==> src/rtl/sbcd_pkg.sv <==
package sbcd_pkg;

  // fuse byte 0 fields
  localparam int SBCD_B0_SECURE_WORLD_BIT = 1;
  // fuse byte 1 fields
  localparam int SBCD_B1_DEBUG_BLOCK_BIT = 0;
  localparam int SBCD_B1_AUTH_BIT = 1;
  localparam int SBCD_B1_KEYSZ_LSB = 2;
  localparam int SBCD_B1_KEYPKG_BIT = 4;
  // strap fields
  localparam int SBCD_STRAP_W = 22;
  localparam int SBCD_ST_FREQ_ALIAS_BIT = 5;
  localparam int SBCD_ST_FREQ_BIT = 7;
  localparam int SBCD_ST_REFSEL_LSB = 8;
  localparam int SBCD_ST_SECURE_BIT = 17;
  localparam int SBCD_ST_PLL_BIT = 21;
  localparam logic [1:0] SBCD_REFSEL_XTAL = 2'h3;
  // fuse addresses
  localparam logic [7:0] SBCD_FUSE_ADDR0 = 8'h00;
  localparam logic [7:0] SBCD_FUSE_ADDR1 = 8'h01;
  // register bus map
  localparam logic [7:0] SBCD_OFS_STATUS = 8'h00;
  localparam logic [7:0] SBCD_OFS_FUSE = 8'h04;
  localparam logic [7:0] SBCD_OFS_STRAP = 8'h08;
  localparam logic [7:0] SBCD_OFS_CTRL = 8'h0C;
  localparam logic SBCD_CTRL_RESET = 1'b0;
  // reset hold: 10 us at 40 MHz
  localparam int SBCD_RST_HOLD_NS = 10000;
  localparam int SBCD_CLK_PERIOD_NS = 25;
  localparam int SBCD_RST_HOLD_CYC = (SBCD_RST_HOLD_NS + SBCD_CLK_PERIOD_NS - 1)
                                     / SBCD_CLK_PERIOD_NS;

  typedef enum logic [1:0] {
    SBCD_KEY_NA = 2'h0,
    SBCD_KEY_1K = 2'h1,
    SBCD_KEY_2K = 2'h2,
    SBCD_KEY_4K = 2'h3
  } sbcd_keysz_e;

  typedef struct packed {
    logic secure_world_en;
    logic debug_blocked;
    logic auth_required;
    sbcd_keysz_e key_size;
    logic key_is_hash;
  } sbcd_sec_s;

  typedef struct packed {
    logic pll_enable;
    logic ref_24mhz;
    logic ref_48mhz;
    logic ref_xtal_sel;
    logic strap_error;
  } sbcd_clk_s;

endpackage : sbcd_pkg

==> src/rtl/sbcd_decode.sv <==
`timescale 1ns/1ps
module sbcd_decode
  import sbcd_pkg::*;
(
  // fuse bytes and strap word
  input wire logic [7:0] i_byte0,
  input wire logic [7:0] i_byte1,
  input wire logic i_secure,
  input wire logic [SBCD_STRAP_W-1:0] i_strap,
  // decoded settings
  output sbcd_sec_s o_sec,
  output sbcd_clk_s o_clk
);

  logic [1:0] refsel;
  logic f7;
  logic f5;

  always_comb begin
    o_sec = '0;
    if (i_secure) begin
      o_sec.secure_world_en = i_byte0[SBCD_B0_SECURE_WORLD_BIT];
      o_sec.debug_blocked = i_byte1[SBCD_B1_DEBUG_BLOCK_BIT];
      o_sec.auth_required = i_byte1[SBCD_B1_AUTH_BIT];
      o_sec.key_size = sbcd_keysz_e'(i_byte1[SBCD_B1_KEYSZ_LSB +: 2]);
      o_sec.key_is_hash = i_byte1[SBCD_B1_KEYPKG_BIT];
    end
  end

  assign refsel = i_strap[SBCD_ST_REFSEL_LSB +: 2];
  assign f7 = i_strap[SBCD_ST_FREQ_BIT];
  assign f5 = i_strap[SBCD_ST_FREQ_ALIAS_BIT];

  always_comb begin
    o_clk.pll_enable = i_strap[SBCD_ST_PLL_BIT];
    o_clk.ref_xtal_sel = (refsel == SBCD_REFSEL_XTAL);
    o_clk.ref_24mhz = o_clk.ref_xtal_sel && f7 && f5;
    o_clk.ref_48mhz = o_clk.ref_xtal_sel && !f7 && !f5;
    o_clk.strap_error = !o_clk.ref_xtal_sel || (f5 != f7);
  end

endmodule : sbcd_decode

==> src/rtl/sbcd_top.sv <==
`timescale 1ns/1ps
module sbcd_top
  import sbcd_pkg::*;
(
  // clock and reset
  input wire logic i_clock,
  input wire logic i_rst_n,
  // straps from pins
  input wire logic [SBCD_STRAP_W-1:0] i_expansion_addr_strap,
  // fuse array read port
  output logic o_fuse_rd,
  output logic [7:0] o_fuse_addr,
  input wire logic i_fuse_valid,
  input wire logic [7:0] i_fuse_data,
  // ahb-lite slave
  input wire logic i_hsel,
  input wire logic [7:0] i_haddr,
  input wire logic [1:0] i_htrans,
  input wire logic i_hwrite,
  input wire logic [2:0] i_hsize,
  input wire logic [31:0] i_hwdata,
  input wire logic i_hready,
  output logic [31:0] o_hrdata,
  output logic o_hreadyout,
  output logic o_hresp,
  // decoded settings
  output sbcd_sec_s o_sec,
  output sbcd_clk_s o_clk,
  output logic o_config_done
);

  typedef enum logic [1:0] {
    SBCD_ST_IDLE = 2'b00,
    SBCD_ST_RD0 = 2'b01,
    SBCD_ST_RD1 = 2'b11,
    SBCD_ST_DONE = 2'b10
  } sbcd_state_e;

  ////////////////////////////////////////////////////////////////////////////////
  // strap synchroniser
  logic [SBCD_STRAP_W-1:0] strap_s1_r;
  logic [SBCD_STRAP_W-1:0] strap_s2_r;

  always_ff @(posedge i_clock) begin
    strap_s1_r <= i_expansion_addr_strap;
    strap_s2_r <= strap_s1_r;
  end

  ////////////////////////////////////////////////////////////////////////////////
  // fuse read sequencer
  sbcd_state_e state_r, state_nxt;
  logic [7:0] byte0_r, byte0_nxt;
  logic [7:0] byte1_r, byte1_nxt;
  logic [SBCD_STRAP_W-1:0] strap_r, strap_nxt;
  logic secure_r, secure_nxt;
  logic [1:0] settle_r, settle_nxt;
  sbcd_sec_s sec_dec;
  sbcd_clk_s clk_dec;
  sbcd_sec_s sec_r, sec_nxt;
  sbcd_clk_s clk_r, clk_nxt;

  always_comb begin
    state_nxt = state_r;
    byte0_nxt = byte0_r;
    byte1_nxt = byte1_r;
    strap_nxt = strap_r;
    secure_nxt = secure_r;
    settle_nxt = settle_r;
    sec_nxt = sec_r;
    clk_nxt = clk_r;
    case (state_r)
      SBCD_ST_IDLE: begin
        // wait for the strap synchroniser to fill
        if (settle_r == 2'h3) begin
          strap_nxt = strap_s2_r;
          secure_nxt = strap_s2_r[SBCD_ST_SECURE_BIT];
          state_nxt = strap_s2_r[SBCD_ST_SECURE_BIT] ? SBCD_ST_RD0 : SBCD_ST_DONE;
        end else begin
          settle_nxt = settle_r + 2'h1;
        end
      end
      SBCD_ST_RD0: begin
        if (i_fuse_valid) begin
          byte0_nxt = i_fuse_data;
          state_nxt = SBCD_ST_RD1;
        end
      end
      SBCD_ST_RD1: begin
        if (i_fuse_valid) begin
          byte1_nxt = i_fuse_data;
          state_nxt = SBCD_ST_DONE;
        end
      end
      SBCD_ST_DONE: begin
      end
      default: state_nxt = SBCD_ST_IDLE;
    endcase
    if (state_r != SBCD_ST_DONE && state_nxt == SBCD_ST_DONE) begin
      sec_nxt = '0;
      clk_nxt = '0;
    end
    if (state_r == SBCD_ST_DONE && !o_config_done) begin
      // latch once, hold until reset
      sec_nxt = sec_dec;
      clk_nxt = clk_dec;
    end
  end

  logic done_r, done_nxt;
  assign done_nxt = done_r | (state_r == SBCD_ST_DONE);

  always_ff @(posedge i_clock) begin
    if (!i_rst_n) begin
      state_r <= SBCD_ST_IDLE;
      byte0_r <= 8'h00;
      byte1_r <= 8'h00;
      strap_r <= '0;
      secure_r <= 1'b0;
      settle_r <= 2'h0;
      sec_r <= '0;
      clk_r <= '0;
      done_r <= 1'b0;
    end else begin
      state_r <= state_nxt;
      byte0_r <= byte0_nxt;
      byte1_r <= byte1_nxt;
      strap_r <= strap_nxt;
      secure_r <= secure_nxt;
      settle_r <= settle_nxt;
      sec_r <= sec_nxt;
      clk_r <= clk_nxt;
      done_r <= done_nxt;
    end
  end

  sbcd_decode u_decode (
    .i_byte0(byte0_r),
    .i_byte1(byte1_r),
    .i_secure(secure_r),
    .i_strap(strap_r),
    .o_sec(sec_dec),
    .o_clk(clk_dec)
  );

  assign o_fuse_rd = (state_r == SBCD_ST_RD0) || (state_r == SBCD_ST_RD1);
  assign o_fuse_addr = (state_r == SBCD_ST_RD1) ? SBCD_FUSE_ADDR1 : SBCD_FUSE_ADDR0;
  assign o_config_done = done_r;
  assign o_sec = sec_r;
  assign o_clk = clk_r;

  ////////////////////////////////////////////////////////////////////////////////
  // ahb-lite register slave
  logic aph_wr_r, aph_wr_nxt;
  logic [7:0] aph_addr_r, aph_addr_nxt;
  logic [31:0] hrdata_r, hrdata_nxt;
  logic ctrl_r, ctrl_nxt;
  logic take;

  assign take = i_hsel && i_hready && i_htrans[1];

  always_comb begin
    aph_wr_nxt = take && i_hwrite;
    aph_addr_nxt = take ? i_haddr : aph_addr_r;
    ctrl_nxt = ctrl_r;
    if (aph_wr_r && aph_addr_r == SBCD_OFS_CTRL && !done_r) begin
      // scratch control bit, written only before capture closes
      ctrl_nxt = i_hwdata[0];
    end
    hrdata_nxt = 32'h0000_0000;
    if (take && !i_hwrite) begin
      case (i_haddr)
        SBCD_OFS_STATUS: hrdata_nxt = {24'h00_0000, 2'h0, state_r, clk_r.strap_error,
                                       secure_r, ctrl_r, done_r};
        SBCD_OFS_FUSE: hrdata_nxt = {16'h0000, byte1_r, byte0_r};
        SBCD_OFS_STRAP: hrdata_nxt = {10'h000, strap_r};
        SBCD_OFS_CTRL: hrdata_nxt = {22'h00_0000, sec_r, clk_r[4:2], ctrl_r};
        default: hrdata_nxt = 32'h0000_0000;
      endcase
    end
  end

  always_ff @(posedge i_clock) begin
    if (!i_rst_n) begin
      aph_wr_r <= 1'b0;
      aph_addr_r <= 8'h00;
      hrdata_r <= 32'h0000_0000;
      ctrl_r <= SBCD_CTRL_RESET;
    end else begin
      aph_wr_r <= aph_wr_nxt;
      aph_addr_r <= aph_addr_nxt;
      hrdata_r <= hrdata_nxt;
      ctrl_r <= ctrl_nxt;
    end
  end

  assign o_hrdata = hrdata_r;
  assign o_hreadyout = 1'b1;
  assign o_hresp = 1'b0;

  ////////////////////////////////////////////////////////////////////////////////
  // assertions
  a_settings_held: assert property (@(posedge i_clock) disable iff (!i_rst_n)
    done_r && $past(done_r) |-> $stable(sec_r) && $stable(clk_r))
    else $error("settings changed after capture");
  a_sec_zero_nonsecure: assert property (@(posedge i_clock) disable iff (!i_rst_n)
    done_r && !secure_r |-> sec_r == '0)
    else $error("security set without secure boot");
  a_world_bit: assert property (@(posedge i_clock) disable iff (!i_rst_n)
    done_r && secure_r |-> sec_r.secure_world_en == byte0_r[1])
    else $error("secure world mismatch");
  a_debug_bit: assert property (@(posedge i_clock) disable iff (!i_rst_n)
    done_r && secure_r |-> sec_r.debug_blocked == byte1_r[0])
    else $error("debug block mismatch");
  a_auth_bit: assert property (@(posedge i_clock) disable iff (!i_rst_n)
    done_r && secure_r |-> sec_r.auth_required == byte1_r[1])
    else $error("auth mismatch");
  a_key_fields: assert property (@(posedge i_clock) disable iff (!i_rst_n)
    done_r && secure_r |-> sec_r.key_size == byte1_r[3:2] && sec_r.key_is_hash == byte1_r[4])
    else $error("key field mismatch");
  a_pll_sel: assert property (@(posedge i_clock) disable iff (!i_rst_n)
    done_r |-> clk_r.pll_enable == strap_r[21])
    else $error("pll select mismatch");
  a_ref_freq: assert property (@(posedge i_clock) disable iff (!i_rst_n)
    done_r |-> clk_r.ref_24mhz == (strap_r[9:8] == 2'h3 && strap_r[7] && strap_r[5])
    && !(clk_r.ref_24mhz && clk_r.ref_48mhz))
    else $error("reference frequency mismatch");
  a_refsel_err: assert property (@(posedge i_clock) disable iff (!i_rst_n)
    done_r |-> clk_r.strap_error == (strap_r[9:8] != 2'h3 || strap_r[5] != strap_r[7]))
    else $error("strap error mismatch");
  a_fuse_two_reads: assert property (@(posedge i_clock) disable iff (!i_rst_n)
    state_r == SBCD_ST_RD0 && i_fuse_valid |=> state_r == SBCD_ST_RD1 && o_fuse_addr == 8'h01)
    else $error("second fuse read missing");

  c_secure_boot: cover property (@(posedge i_clock) disable iff (!i_rst_n)
    $rose(done_r) && secure_r);
  c_plain_boot: cover property (@(posedge i_clock) disable iff (!i_rst_n)
    $rose(done_r) && !secure_r);
  c_ref_24: cover property (@(posedge i_clock) disable iff (!i_rst_n)
    done_r && clk_r.ref_24mhz);
  c_ref_48: cover property (@(posedge i_clock) disable iff (!i_rst_n)
    done_r && clk_r.ref_48mhz);

endmodule : sbcd_top

==> config.mk <==
export PLATFORM = sky130hd
export DESIGN_NAME = sbcd_top
export DESIGN_NICKNAME = d
export VERILOG_FILES = /design/src/rtl/sbcd_pkg.sv /design/src/rtl/sbcd_decode.sv /design/src/rtl/sbcd_top.sv
export SDC_FILE = /design/constraint.sdc
export NUM_CORES = 1
export LEC_CHECK = 0
export BUFFER_PORTS_ARGS = -buffer_cell sky130_fd_sc_hd__buf_2
export CAP_MARGIN = 20
export CORE_MARGIN = 3
export CORE_UTILIZATION = 35
export CTS_CLUSTER_SIZE = 14
export DETAILED_ROUTE_END_ITERATION = 8
export PLACE_DENSITY = 0.69
export SYNTH_ARGS = -nofsm -noshare
export SYNTH_HDL_FRONTEND = slang
export SYNTH_SLANG_ARGS = --single-unit
==> constraint.sdc <==
create_clock -name i_clock -period 3.7 [get_ports i_clock]
set_input_delay 0.185 -clock i_clock [delete_from_list [all_inputs] [get_ports i_clock]]
set_output_delay 0.185 -clock i_clock [all_outputs]
set_load 0.01 [all_outputs]
==> results.yml <==
run_status:
  outcome: "finished, final reports clean"
clocking:
  clk_path_buf_depth: 2
  htree_levels: 4
  path_clk_slew_ns: 0.06
  cts_resized: 0
  cts_buffers: 17
  worstSkewPairLatency_ns: 0.40
  tritoncts: "built"
  cts_num_sinks: 130
  cts-root-buf: "clkbuf_16"
global_route:
  grt_max_degree: 67
  antenna_found_initial: 0
  first_global_vias: 3116
  gr-total-overflow: 0
  grt_usage_pct: 13.6
  grt_pass1_wl_um: 15300
floorplan:
  ioPinCount: 136
  die-area_um2: 14300
  fp.dieH_um: 119
  start_util_pct: 36.5
  coreArea_um2: 12300
  fp.dieW_um: 119
  rows: 40
timing:
  finClkSkew_ns: 0.00639
  worst_pin_slew_ns: 0.798
  fin_crit_sh_pct: 48.7
  fmax_ghz: 0.555
  tns_ns: 0
  setup_ws_ns: 1.90
  max_slew_margin_pct: 46.8
  period_needed_ns: 1.80
  setup_viol_count_final: 0
  rsz0062_at_grt: "false"
  hold_violations: 0
  drv_slew: 0
synth:
  yosysSeqAreaShare_pct: 57.8
  synth_edf_count: 0
  synth_seq_cells: 130
  avgSynthCellArea_um2: 10.8
  syn-cell-area_um2: 4500
  postSynthCellCount: 418
  synth_cell_types: 45
  ys.flop_type: "dfxtp_1"
  yosysWarnings: 0
  async_flop_share_pct: 0
power:
  irDropWorstVdd_mv: 0.308
  p_leak_nw: 2.36
  powerDensity_nw_per_um2: 620
route:
  via_per_inst: 4.51
  wire_per_inst_um: 13.6
  drc: 0
  drtIter0Drc: 188
  first_pass_iters: 4
  via_count: 3141
  drtAntennaViolNets: 0
  routed_wl_um: 9430
flow_run:
  cap_violations: 0
placement:
  place_ws_ns: 1.91
  portBuffers: 81
  dp_hpwl_um: 6520
  place_congestion: 0.829
worst_setup_path:
  cp_max_fo: 11
  critical_path_required_ns: 4.02
  start_kind: "flop"
  ff2ff_path_depth: 4
  crit_arrival_ns: 2.12
  worstSetupPathType: "reg -> reg"
  cp-end-kind: "flop"
layout:
  multi_input_area_um2: 1660
  final_common_cell: "dfxtp_1"
  antenna-diode-count: 0
  fill_cells: 1172
  layout_common_cells: "dfxtp_1 (130), buf_2 (81), nand2_1 (79), a21boi_0 (39), nor2b_1 (27)"
  syn2layout_area_growth_pct: 27.8
  nNetsFinal: 597
  final_layout_size_suffix_gt1_share_pct: 25.2
  seqCellArea_um2: 2600
hold_path:
  holdPathStages: 3
  min_path_type: "in -> reg"
==> routing by layer <==
metal  track usage (%)  vias up  routed length (µm)
met4              5.01        0                 166
met1              16.5     1453                4140
li1                  -     1559                   -
met2              22.2      111                4480
met3              4.65       18                 645
met5                 0        -                   0
==> synthesized netlist by cell type, drive strengths merged (3+ instances only) <==
library cell | instances | area (µm²)
dfxtp | 130 | 2600
nand2 | 80 | 303
a21boi | 40 | 300
buf | 33 | 239
nor2b | 27 | 169
nor2 | 13 | 48.8
and2 | 12 | 78.8
a22oi | 10 | 75.1
clkbuf | 10 | 47.5
mux2i | 9 | 90.1
a32oi | 8 | 70.1
mux4 | 6 | 139
nand3 | 6 | 35.0
mux2 | 4 | 45.0
and3 | 3 | 18.8
nor3b | 3 | 45.1
==> cell families after synthesis <==
family,synth area share (%)
and+or+nand+nor,17.7
DFF,57.8
other,0.167
buffers and inverters,6.67
muxes,6.09
AOI/OAI and AO/OA,10.8
xor gates and xnor gates,0.389
adders and majority gates,0.278
==> final timing paths <==
kind / from / end / slack, ns
max: state_r[0]$_SDFF_PN0_ / byte0_r[7]$_SDFFE_PN0P_ / 1.90
min: i_fuse_data[4] / byte0_r[4]$_SDFFE_PN0P_ / 0.04
max reg2reg: state_r[0]$_SDFF_PN0_ / byte0_r[7]$_SDFFE_PN0P_ / 1.90
min reg2reg: strap_s1_r[15]$_DFF_P_ / strap_s2_r[15]$_DFF_P_ / 0.32
==> worst max-delay path, cell delays in order, from the launching register on <==
cell and delay (ns):
dfxtp_1 0.55, and2_2 0.29, nor2b_1 0.57, nand2_1 0.13
a21boi_0 0.19
==> repair_timing <==
item                                   4_1_cts  5_1_grt
endpoints found under the hold margin       22        0
hold buffers                                22        0
setup buffers                                0        0
==> through the flow <==
| step | total power, W | cell area [µm²] | hold slack, ns | util, % | instances |
|---|---|---|---|---|---|
| 3_3_place_gp | 0.00183 | 4900 | 0.289 | 39.8 | 642 |
| 4_1_cts | 0.00359 | 5750 | 0.0333 | 46.7 | 696 |
| 3_5_place_dp | 0.00184 | 4900 | 0.289 | 39.8 | 642 |
| 5_1_grt | 0.00372 | 5750 | 0.0429 | 46.7 | 696 |
| 2_1_floorplan | 0.00178 | 4560 | 0.213 | - | 435 |
| 6_report | 0.00356 | 5750 | 0.0418 | 46.7 | 696 |
==> registers in the layout (all words and copies together), names as in the netlist <==
signal         flops
byte1_r            8
o_clk              5
o_sec              6
aph_addr_r         8
byte0_r            8
ctrl_r             1
strap_r           22
strap_s2_r        22
o_config_done      1
settle_r           2
aph_wr_r           1
strap_s1_r        22
o_hrdata          22
state_r            2
==> final cells by class <==
| type | count | share of cell area (%) |
|---|---|---|
| clock buffers | 18 | 7.64 |
| well taps | 168 | 3.66 |
| inverters | 1 | 0.0653 |
| repair buffers | 105 | 11.1 |
| multi-input cells | 260 | 28.9 |
| flip-flops and latches | 130 | 45.3 |
| clock inverters | 14 | 3.33 |
==> power by group <==
part / switching [W] / internal [W] / total (W)
combinational: 0.000160 / 0.000129 / 0.000288
clock: 0.000634 / 0.00110 / 0.00174
sequential: 0.0000588 / 0.00148 / 0.00154
Note: power is estimated with default switching activity, not from simulation.
